**config.mk**
```make
export PLATFORM = sky130hd
export DESIGN_NAME = sal_top
export DESIGN_NICKNAME = d
export VERILOG_FILES = /design/src/pkg/sal_pkg.sv /design/src/design/sal_top.sv /design/src/design/sal_fifo.sv
export VERILOG_INCLUDE_DIRS = /design/src /design/src/pkg
export SDC_FILE = /design/constraint.sdc
export NUM_CORES = 2
export LEC_CHECK = 0
export ABC_AREA = 1
export BUFFER_PORTS_ARGS = -buffer_cell sky130_fd_sc_hd__buf_2
export CELL_PAD_IN_SITES_DETAIL_PLACEMENT = 1
export CELL_PAD_IN_SITES_GLOBAL_PLACEMENT = 1
export CORE_MARGIN = 2
export CORE_UTILIZATION = 50
export DETAILED_ROUTE_END_ITERATION = 10
export GPL_TIMING_DRIVEN = 1
export PLACE_DENSITY_LB_ADDON = 0.15
export SLEW_MARGIN = 30
export SYNTH_ARGS = -nofsm -noshare
export SYNTH_HDL_FRONTEND = slang
export SYNTH_SLANG_ARGS = --single-unit
```
**constraint.sdc**
```tcl
create_clock -name aclk -period 17.7 [get_ports aclk]
set_clock_uncertainty 0.15 [all_clocks]
set_input_delay 0.885 -clock aclk [delete_from_list [all_inputs] [get_ports aclk]]
set_output_delay 0.885 -clock aclk [all_outputs]
set_load 0.02 [all_outputs]
```
**src/pkg/sal_cfg.svh**
```systemverilog
`ifndef SAL_CFG_SVH
`define SAL_CFG_SVH
// Register byte offsets.
`define SAL_OFS_FILT   8'h00
`define SAL_OFS_AVG    8'h04
`define SAL_OFS_TARE   8'h08
`define SAL_OFS_VALUE  8'h0c
`define SAL_OFS_DATA   8'h10
`define SAL_OFS_STAT   8'h14
// Field positions.
`define SAL_TARE_SET_BIT  0
`define SAL_TARE_CLR_BIT  1
`define SAL_STAT_EMPTY    8
`define SAL_STAT_FULL     9
// Reset values.
`define SAL_RST_FILT   4'h0
`define SAL_RST_AVG    16'h0064
// Averaging count limits.
`define SAL_AVG_MIN    16'h0001
`define SAL_AVG_MAX    16'hc350
// Divider steps.
`define SAL_DIV_STEPS  5'h1f
// Filter gains (Q16) for fs = 10 kHz: 1 - exp(-2*pi*fc/fs).
`define SAL_COEF_5     17'h000ce
`define SAL_COEF_10    17'h0019a
`define SAL_COEF_25    17'h003fd
`define SAL_COEF_50    17'h007eb
`define SAL_COEF_100   17'h00f98
`define SAL_COEF_200   17'h01e3f
`define SAL_COEF_400   17'h038da
`define SAL_COEF_1K    17'h0776d
// Bus responses.
`define SAL_RESP_OKAY  2'h0
`define SAL_RESP_SLV   2'h2
`endif

```
**src/pkg/sal_pkg.sv**
```systemverilog
package sal_pkg;
  typedef enum logic [1:0] {st_idle, st_div, st_filt, st_emit} sal_state_e;
  typedef logic signed [15:0] sal_sample_t;
endpackage : sal_pkg

```
**src/design/sal_top.sv**
```systemverilog
// Function
// - The averaging count takes any value 1 to 50000 and the mean spans that many samples.
// - A count of one passes every sample straight on, one update per conversion.
// - With averaging on, the output updates once per finished group.
// - Smoothing is a first-order digital low-pass acting on the averaged stream, one step per mean.
// - Cut-off is off, 5, 10, 25, 50, 100, 200, 400 Hz or 1 kHz.
// - Each cut-off uses a fixed gain that puts the -3 dB point at that frequency for a 10 kHz step rate; the averaging count does not rescale it.
// - Software writes cut-off, averaging count and tare and the output path obeys them.
// - Processed values are also delivered to software beside the out_data stream.
//
// Local design decisions: the placing of the registers and register access over AXI4-Lite.
`timescale 1ns/1ps
`default_nettype none
`include "sal_cfg.svh"
module sal_top
  import sal_pkg::*;
(
  input  wire logic          aclk,
  input  wire logic          aresetn,
  input  wire logic          ce,
  input  wire logic          in_valid,
  input  wire sal_sample_t   in_data,
  output logic               in_ready,
  output logic               out_valid,
  output sal_sample_t        out_data,
  input  wire logic [7:0]    s_axi_awaddr,
  input  wire logic          s_axi_awvalid,
  output logic               s_axi_awready,
  input  wire logic [31:0]   s_axi_wdata,
  input  wire logic [3:0]    s_axi_wstrb,
  input  wire logic          s_axi_wvalid,
  output logic               s_axi_wready,
  output logic [1:0]         s_axi_bresp,
  output logic               s_axi_bvalid,
  input  wire logic          s_axi_bready,
  input  wire logic [7:0]    s_axi_araddr,
  input  wire logic          s_axi_arvalid,
  output logic               s_axi_arready,
  output logic [31:0]        s_axi_rdata,
  output logic [1:0]         s_axi_rresp,
  output logic               s_axi_rvalid,
  input  wire logic          s_axi_rready
);
  function automatic logic [16:0] sal_coef(input logic [3:0] sel);
    case (sel)
      4'h1: sal_coef = `SAL_COEF_5;
      4'h2: sal_coef = `SAL_COEF_10;
      4'h3: sal_coef = `SAL_COEF_25;
      4'h4: sal_coef = `SAL_COEF_50;
      4'h5: sal_coef = `SAL_COEF_100;
      4'h6: sal_coef = `SAL_COEF_200;
      4'h7: sal_coef = `SAL_COEF_400;
      4'h8: sal_coef = `SAL_COEF_1K;
      default: sal_coef = 17'h0;
    endcase
  endfunction : sal_coef

  function automatic sal_sample_t sal_sat16(input logic signed [16:0] v);
    if (v > 17'sh07fff)
      sal_sat16 = 16'sh7fff;
    else if (v < -17'sh08000)
      sal_sat16 = -16'sh8000;
    else
      sal_sat16 = v[15:0];
  endfunction : sal_sat16

  sal_state_e          st_reg;
  logic [3:0]          filt_reg;
  logic [15:0]         avg_reg;
  logic [15:0]         cnt_reg;
  logic signed [31:0]  sum_reg;
  logic [31:0]         dvd_reg;
  logic [16:0]         rem_reg;
  logic [4:0]          step_reg;
  logic                neg_reg;
  sal_sample_t         x_reg;
  logic signed [31:0]  y_reg;
  sal_sample_t         pre_reg;
  sal_sample_t         tare_reg;
  logic                aw_hold_reg;
  logic                w_hold_reg;
  logic [7:0]          awaddr_reg;
  logic [31:0]         wdata_reg;
  logic [3:0]          wstrb_reg;
  logic                in_hs;
  logic                wr_go;
  logic                ar_hs;
  logic                avg_restart;
  logic                tare_set;
  logic                tare_clr;
  logic                filt_on;
  logic signed [31:0]  sum_add;
  logic [16:0]         trial;
  logic                sub_ok;
  logic [16:0]         quo;
  logic signed [32:0]  diff;
  logic signed [50:0]  prod;
  logic signed [31:0]  y_next;
  logic [15:0]         avg_wr;
  logic                fifo_in_ready;
  logic                fifo_out_valid;
  sal_sample_t         fifo_out_data;
  logic                fifo_pop;
  logic [4:0]          fifo_level;

  ////////////////////////////////////////////////////////////////////////////
  // Register bus.

  assign s_axi_awready = ce && !aw_hold_reg && !s_axi_bvalid;
  assign s_axi_wready  = ce && !w_hold_reg && !s_axi_bvalid;
  assign s_axi_arready = ce && !s_axi_rvalid;
  assign ar_hs         = s_axi_arvalid && s_axi_arready;
  assign wr_go         = ce && aw_hold_reg && w_hold_reg && !s_axi_bvalid;
  assign fifo_pop      = ar_hs && (s_axi_araddr == `SAL_OFS_DATA);
  assign avg_wr        = {wstrb_reg[1] ? wdata_reg[15:8] : avg_reg[15:8],
                          wstrb_reg[0] ? wdata_reg[7:0] : avg_reg[7:0]};
  assign tare_set = wr_go && awaddr_reg == `SAL_OFS_TARE && wstrb_reg[0]
                    && wdata_reg[`SAL_TARE_SET_BIT];
  assign tare_clr = wr_go && awaddr_reg == `SAL_OFS_TARE && wstrb_reg[0]
                    && wdata_reg[`SAL_TARE_CLR_BIT];
  assign avg_restart = wr_go && awaddr_reg == `SAL_OFS_AVG;

  always_ff @(posedge aclk)
  begin
    if (!aresetn)
    begin
      aw_hold_reg  <= 1'b0;
      w_hold_reg   <= 1'b0;
      awaddr_reg   <= 8'h0;
      wdata_reg    <= 32'h0;
      wstrb_reg    <= 4'h0;
      s_axi_bvalid <= 1'b0;
      s_axi_bresp  <= `SAL_RESP_OKAY;
    end
    else if (ce)
    begin
      if (s_axi_awvalid && s_axi_awready)
      begin
        aw_hold_reg <= 1'b1;
        awaddr_reg  <= s_axi_awaddr;
      end
      if (s_axi_wvalid && s_axi_wready)
      begin
        w_hold_reg <= 1'b1;
        wdata_reg  <= s_axi_wdata;
        wstrb_reg  <= s_axi_wstrb;
      end
      if (wr_go)
      begin
        aw_hold_reg  <= 1'b0;
        w_hold_reg   <= 1'b0;
        s_axi_bvalid <= 1'b1;
        s_axi_bresp  <= (awaddr_reg == `SAL_OFS_FILT || awaddr_reg == `SAL_OFS_AVG
                         || awaddr_reg == `SAL_OFS_TARE) ? `SAL_RESP_OKAY : `SAL_RESP_SLV;
      end
      else if (s_axi_bready)
      begin
        s_axi_bvalid <= 1'b0;
      end
    end
  end

  always_ff @(posedge aclk)
  begin
    if (!aresetn)
    begin
      filt_reg <= `SAL_RST_FILT;
      avg_reg  <= `SAL_RST_AVG;
    end
    else if (wr_go && awaddr_reg == `SAL_OFS_FILT && wstrb_reg[0])
    begin
      filt_reg <= wdata_reg[3:0];
    end
    else if (avg_restart)
    begin
      if (avg_wr < `SAL_AVG_MIN)
        avg_reg <= `SAL_AVG_MIN;
      else if (avg_wr > `SAL_AVG_MAX)
        avg_reg <= `SAL_AVG_MAX;
      else
        avg_reg <= avg_wr;
    end
  end

  always_ff @(posedge aclk)
  begin
    if (!aresetn)
    begin
      s_axi_rvalid <= 1'b0;
      s_axi_rdata  <= 32'h0;
      s_axi_rresp  <= `SAL_RESP_OKAY;
    end
    else if (ce)
    begin
      if (ar_hs)
      begin
        s_axi_rvalid <= 1'b1;
        s_axi_rresp  <= `SAL_RESP_OKAY;
        case (s_axi_araddr)
          `SAL_OFS_FILT:  s_axi_rdata <= {28'h0, filt_reg};
          `SAL_OFS_AVG:   s_axi_rdata <= {16'h0, avg_reg};
          `SAL_OFS_TARE:  s_axi_rdata <= {{16{tare_reg[15]}}, tare_reg};
          `SAL_OFS_VALUE: s_axi_rdata <= {{16{out_data[15]}}, out_data};
          `SAL_OFS_DATA:  s_axi_rdata <= fifo_out_valid
                                         ? {{16{fifo_out_data[15]}}, fifo_out_data} : 32'h0;
          `SAL_OFS_STAT:  s_axi_rdata <= {22'h0, !fifo_in_ready, !fifo_out_valid,
                                          3'h0, fifo_level};
          default:
          begin
            s_axi_rdata <= 32'h0;
            s_axi_rresp <= `SAL_RESP_SLV;
          end
        endcase
      end
      else if (s_axi_rready)
      begin
        s_axi_rvalid <= 1'b0;
      end
    end
  end

  ////////////////////////////////////////////////////////////////////////////
  // Averager and divider.

  // A sample is refused in the cycle that restarts the group, so it is never taken and lost.
  assign in_ready = ce && st_reg == st_idle && !avg_restart;
  assign in_hs    = in_valid && in_ready;
  assign sum_add  = sum_reg + {{16{in_data[15]}}, in_data};
  assign trial    = {rem_reg[15:0], dvd_reg[31]};
  assign sub_ok   = trial >= {1'b0, avg_reg};
  assign quo      = dvd_reg[16:0];

  always_ff @(posedge aclk)
  begin
    if (!aresetn)
    begin
      st_reg   <= st_idle;
      cnt_reg  <= 16'h0;
      sum_reg  <= 32'sh0;
      dvd_reg  <= 32'h0;
      rem_reg  <= 17'h0;
      step_reg <= 5'h0;
      neg_reg  <= 1'b0;
      x_reg    <= 16'sh0;
    end
    else if (ce)
    begin
      case (st_reg)
        st_idle:
        begin
          if (avg_restart)
          begin
            cnt_reg <= 16'h0;
            sum_reg <= 32'sh0;
          end
          else if (in_hs && avg_reg == `SAL_AVG_MIN)
          begin
            // direct pass
            // The sample travels as sign and magnitude like a mean, so a zero mean is kept too.
            neg_reg <= in_data[15];
            dvd_reg <= {16'h0, in_data[15] ? 16'(-in_data) : in_data};
            st_reg  <= st_filt;
          end
          else if (in_hs && cnt_reg + 16'h1 == avg_reg)
          begin
            neg_reg  <= sum_add[31];
            dvd_reg  <= sum_add[31] ? 32'(-sum_add) : 32'(sum_add);
            rem_reg  <= 17'h0;
            step_reg <= 5'h0;
            cnt_reg  <= 16'h0;
            sum_reg  <= 32'sh0;
            st_reg   <= st_div;
          end
          else if (in_hs)
          begin
            cnt_reg <= cnt_reg + 16'h1;
            sum_reg <= sum_add;
          end
        end
        st_div:
        begin
          rem_reg  <= sub_ok ? trial - {1'b0, avg_reg} : trial;
          dvd_reg  <= {dvd_reg[30:0], sub_ok};
          step_reg <= step_reg + 5'h1;
          if (step_reg == `SAL_DIV_STEPS)
          begin
            st_reg <= st_filt;
          end
        end
        st_filt:
        begin
          x_reg  <= sal_sat16(neg_reg ? -$signed(quo) : $signed(quo));
          st_reg <= st_emit;
        end
        st_emit:
        begin
          // Back-pressure: a full readout buffer holds the stream here.
          if (fifo_in_ready)
          begin
            dvd_reg <= 32'h0;
            neg_reg <= 1'b0;
            st_reg  <= st_idle;
          end
        end
        default: st_reg <= st_idle;
      endcase
    end
  end

  ////////////////////////////////////////////////////////////////////////////
  // Low-pass section, tare and output.
  // The divided mean lands in x_reg during st_filt, so the filter acts in
  // the st_emit cycle that finds room in the readout buffer, via pre-computed x; the extra cycle keeps timing short.

  assign filt_on = sal_coef(filt_reg) != 17'h0;
  assign diff    = $signed({x_reg[15], x_reg, 16'h0}) - $signed({y_reg[31], y_reg});
  assign prod    = diff * $signed({1'b0, sal_coef(filt_reg)});
  assign y_next  = y_reg + prod[47:16];

  always_ff @(posedge aclk)
  begin
    if (!aresetn)
    begin
      y_reg   <= 32'sh0;
      pre_reg <= 16'sh0;
    end
    else if (ce && st_reg == st_emit && fifo_in_ready)
    begin
      y_reg   <= filt_on ? y_next : {x_reg, 16'h0};
      pre_reg <= filt_on ? y_next[31:16] : x_reg;
    end
  end

  always_ff @(posedge aclk)
  begin
    if (!aresetn || (ce && tare_clr))
    begin
      tare_reg <= 16'sh0;
    end
    else if (ce && tare_set)
    begin
      tare_reg <= pre_reg;
    end
  end

  always_ff @(posedge aclk)
  begin
    if (!aresetn)
    begin
      out_valid <= 1'b0;
      out_data  <= 16'sh0;
    end
    else if (ce)
    begin
      out_valid <= st_reg == st_emit && fifo_in_ready;
      if (st_reg == st_emit && fifo_in_ready)
      begin
        out_data <= sal_sat16({filt_on ? y_next[31] : x_reg[15],
                               filt_on ? y_next[31:16] : x_reg}
                              - {tare_reg[15], tare_reg});
      end
    end
  end

  sal_fifo #(.W(16), .D(16)) u_fifo (
    .aclk      (aclk),
    .aresetn   (aresetn),
    .ce        (ce),
    .in_valid  (out_valid),
    .in_data   (out_data),
    .in_ready  (fifo_in_ready),
    .out_valid (fifo_out_valid),
    .out_data  (fifo_out_data),
    .out_ready (fifo_pop),
    .level     (fifo_level)
  );
endmodule : sal_top
`default_nettype wire

```
**src/design/sal_fifo.sv**
```systemverilog
`timescale 1ns/1ps
`default_nettype none
module sal_fifo
  import sal_pkg::*;
#(
  parameter int W = 16,
  parameter int D = 16
)
(
  input  wire logic                 aclk,
  input  wire logic                 aresetn,
  input  wire logic                 ce,
  input  wire logic                 in_valid,
  input  wire logic [W-1:0]         in_data,
  output logic                      in_ready,
  output logic                      out_valid,
  output logic [W-1:0]              out_data,
  input  wire logic                 out_ready,
  output logic [$clog2(D):0]        level
);
  localparam int AW = $clog2(D);
  logic [W-1:0]    mem [D];
  logic [AW-1:0]   wp_reg;
  logic [AW-1:0]   rp_reg;
  logic [AW:0]     lvl_reg;
  logic            push;
  logic            pop;

  assign in_ready  = ce && (lvl_reg != (AW+1)'(D));
  assign out_valid = ce && (lvl_reg != '0);
  assign out_data  = mem[rp_reg];
  assign level     = lvl_reg;
  assign push      = in_valid && in_ready;
  assign pop       = out_valid && out_ready;

  always_ff @(posedge aclk)
  begin
    if (push)
    begin
      mem[wp_reg] <= in_data;
    end
  end

  always_ff @(posedge aclk)
  begin
    if (!aresetn)
    begin
      wp_reg  <= '0;
      rp_reg  <= '0;
      lvl_reg <= '0;
    end
    else if (ce)
    begin
      if (push)
      begin
        wp_reg <= wp_reg + 1'b1;
      end
      if (pop)
      begin
        rp_reg <= rp_reg + 1'b1;
      end
      lvl_reg <= lvl_reg + (AW+1)'(push) - (AW+1)'(pop);
    end
  end
endmodule : sal_fifo
`default_nettype wire

```
==> reports/summary.md <==
For this configuration, the core starts out at a cell density of 50.51%. TritonCTS built the clock tree. The peak supply drop was 0.00008119 V. The overall die height is 316.8 um, and the area occupied by multi-input gates is 30010 um2.

Hold path startpoint: wdata_reg[14]. Of the total power, the share spent switching nets is 31.51%. The ratio of cells with drive above 1 in the final layout came out at 6.772%. The total CTS buffers was 57.

The wire length of the first global-routing pass came out at 259.3 mm. The average instance area after synthesis came out at 7.817 um2. Setup repair after global routing left no endpoint under its margin. The total via count after detailed routing was 43.24k; the number of buffers inserted by port buffering was 115. After routing, the total negative slack on setup checks comes to 0 ns.

For the worst setup path, the data arrival time is 13.95 ns. The tools report the worst-case clock buffer depth as 3. The commonest non-fill, non-tap cell in the layout is nand2_1.

The clock net in this run drives a total of 541 sinks. The run gives 86 as the pin count of the biggest net entering global routing. The logs give 45.58k for the via count of the first global-routing pass and 96850 um2 for the area of the core. The final-report hold violation count is 0, and the slew at the pin closest to its max-slew limit is 1.057 ns. Routability congestion estimate from global placement: 0.9051. Period utilization: 76.28%.

The startpoint identified for the worst register-to-register timing path is y_reg[1]. The run gives 54.44% as the utilization after layout. The number of antenna violations at the first check in global routing is 3. The slowest stage of the critical path is the fa_1 cell.

After routing the design area is 52730 um2. In the routed layout, each cell is associated on average with a via count of 5.691. Dividing the detail-routed wire length by the instance count gives 21.88 um.

The number of iterations in the first detailed-routing pass is 5. The insertion delay to the later sink of the worst-skew pair came out at 0.68 ns. The tools report the launching instance or port of the critical path as y_reg[1]. The post-synthesis instance total is 6258.

The share of async-settable or async-resettable flops after synthesis was 0%; the number of standard cells in the layout, taps in and fillers out was 7598. Summing every instance area after synthesis gives 48920 um2. Hold repair after CTS inserted 0 buffers. The global router's overall resource usage was 33.15%; the cell-internal power was 2.264 mW.

Once the clock tree was built, the resizer swapped 0 gates to a different size. The clock power share was 40.1%. In this run the remaining antenna-violating nets after routing total 0. The floorplan die width is 316.8 um.

For the cell count after placement, the log shows 7489. The smallest clock period supported by the final layout is computed as 13.50 ns. Max-slew violation total from the final report: 0. The tools report the share of power burned in combinational logic as 19.1%.

The worst setup path is of the reg -> reg kind. The sort of element at the end of the critical path was a flip-flop. The DRC marker count from the first detailed-route iteration was 3140; the fraction of the yosys area taken by sequential cells was 27.38%.

The share of total power dissipated in sequential elements is 40.7%. Synthesis inferred 541 register bits. The register with the most flip-flops in the layout has 256 of them. The number of endpoints failing setup at the final stage is 0. The logs give 18.15 ns for the critical path required time and 114 for the row count. The run finished with clean final reports.

The tools report the power after layout as 3.305 mW. After filler insertion, the fill cell instance count of the layout stands at 12.07k. The detailed-route wire length is 166.2 mm, and the half-perimeter wire length after detailed placement is 126.0 mm.

The delay contributed by the slowest stage of the critical path works out to 0.55 ns. In the layout the commonest cells are nand2_1 (1200), inv_1 (1195), a21oi_1 (533). For this design the static power due to leakage is 24.43 nW. After detailed routing, the number of remaining DRC violations is 0. In this run the cell area measured after placement is 50660 um2. In this run the number of H-tree levels came out at 2. Pin placement for this block handled 136 I/O pins. Yosys mapped a number of flops with a built-in enable equal to 256.

The relative area change from synthesis to final layout is 7.780%. The most used flip-flop cell after synthesis is dfxtp_1. The CTS clock-pin slew for the worst setup and hold paths is 0.06 ns, and the yosys synthesis warning count is 0. The switching power summed over all nets is 1.041 mW.

The type of origin of the critical path is a flip-flop. The floorplan step defined a die boundary enclosing 100400 um2. Headroom to the max-slew limit came out at 29.13%. Max-cap violations in this run came to 0.

The cell type with the highest occurrence count on the critical path is nand2_1. The path class of the tightest hold or removal check is reg -> reg. The netlist uses 75 different library cells. For the final-stage net count, the log shows 7058. After clock tree synthesis, the setup repair step added 0 buffers.

In the final layout, flip-flops and latches occupy 13400 um2. The largest register by flop count was u_fifo.mem. Along the worst path, the maximum fanout reaches 13. Based on the critical path, the design can be clocked at up to 74.07 MHz. The tree is rooted in a clkbuf_16. Dividing total power by cell area gives a power density of 62.68 nW/um2. Global routing finished with a remaining overflow of 0.
[Yosys cell counts (15+ instances only)]
library cell	instances	area [um2]
buf_4	25	187.7
or2_2	44	275.3
nor3_1	51	255.2
nand4_1	106	663.1
inv_2	20	75.07
mux2i_1	64	640.6
nand3_1	249	1246
nand2_1	1202	4512
inv_1	1195	4486
buf_2	32	160.2
o211ai_1	68	510.5
nand2_2	15	93.84
nor4_1	25	156.4
o21bai_1	16	120.1
dfxtp_1	285	5705
a21oi_1	534	2673
xor2_1	85	744.5
o21ai_0	357	1787
nor2_1	517	1941
xnor2_1	51	446.7
clkbuf_1	151	566.8
ha_1	251	3141
fa_1	458	9169
edfxtp_1	256	7687
[worst max-delay path: cells and delay by family, from the launching register on]
| kind | cells | cell delay (ns) |
|---|---|---|
| and+or+nand+nor | 20 | 3.72 |
| xor gates and xnor gates | 2 | 0.44 |
| buffers and inverters | 9 | 1.11 |
| adders and majority gates | 11 | 4.68 |
| AOI/OAI and AO/OA | 13 | 2.99 |
| DFF | 1 | 0.37 |
[layout make-up]
| class | instances | area share [%] |
|---|---|---|
| Inverter | 1229 | 8.759 |
| Multi-Input combinational cell | 4266 | 56.91 |
| Tap cell | 1276 | 3.028 |
| Clock inverter | 22 | 0.6597 |
| Antenna cell | 2 | 0.009492 |
| Sequential cell | 541 | 25.42 |
| Timing Repair Buffer | 177 | 1.979 |
| Clock buffer | 85 | 3.237 |
[metrics by stage]
stage / worst slack, ns / hold WS, ns
after floorplan: 7.107 / 0.2792
after global placement: 4.642 / 0.2951
after detailed placement: 4.495 / 0.2992
after CTS: 4.453 / 0.3061
after global routing: 3.266 / 0.3332
final: 4.199 / 0.3058
[logic make-up (layout without fill, tap and decap cells)]
family,Yosys count,after routing,synth area share (%)
compound gates,1088,1088,12.27
xor+xnor,143,143,2.703
fa+ha+maj,709,709,25.16
buf+inv,1452,1513,11.52
flops,541,541,27.38
mux,64,64,1.309
other cells,1,4,0.007665
simple gates,2260,2260,19.65
[power by group through the flow]
stage / logic (mW) / registers, mW / clock network (mW)
after CTS: 0.624 / 1.35 / 1.34
after detailed placement: 0.617 / 1.37 / 0
after floorplan: 0.434 / 1.36 / 0
after global placement: 0.601 / 1.37 / 0
final: 0.631 / 1.35 / 1.33
after global routing: 0.700 / 1.35 / 1.38
[final timing paths]
check	to	slack, ns	depth (start not counted)
worst max-delay path	out_data[5]	4.20	55
worst min-delay path	wdata_reg[14]	0.31	2
worst max register to register	out_data[5]	4.20	55
worst min register to register	wdata_reg[14]	0.31	2
[per-layer routing]
metal  up-vias  part of all wire [%]  wire length (um)  GRT usage [%]
li1      19950                     -                 -              -
met1     21740                    44             72870          45.67
met2      1290                    47             78850          55.50
met3       257                   6.2             10300          4.128
met4         2                   2.5              4204          8.265
met5         -                0.0078                13              0
Power figures use the tool's default switching activity.
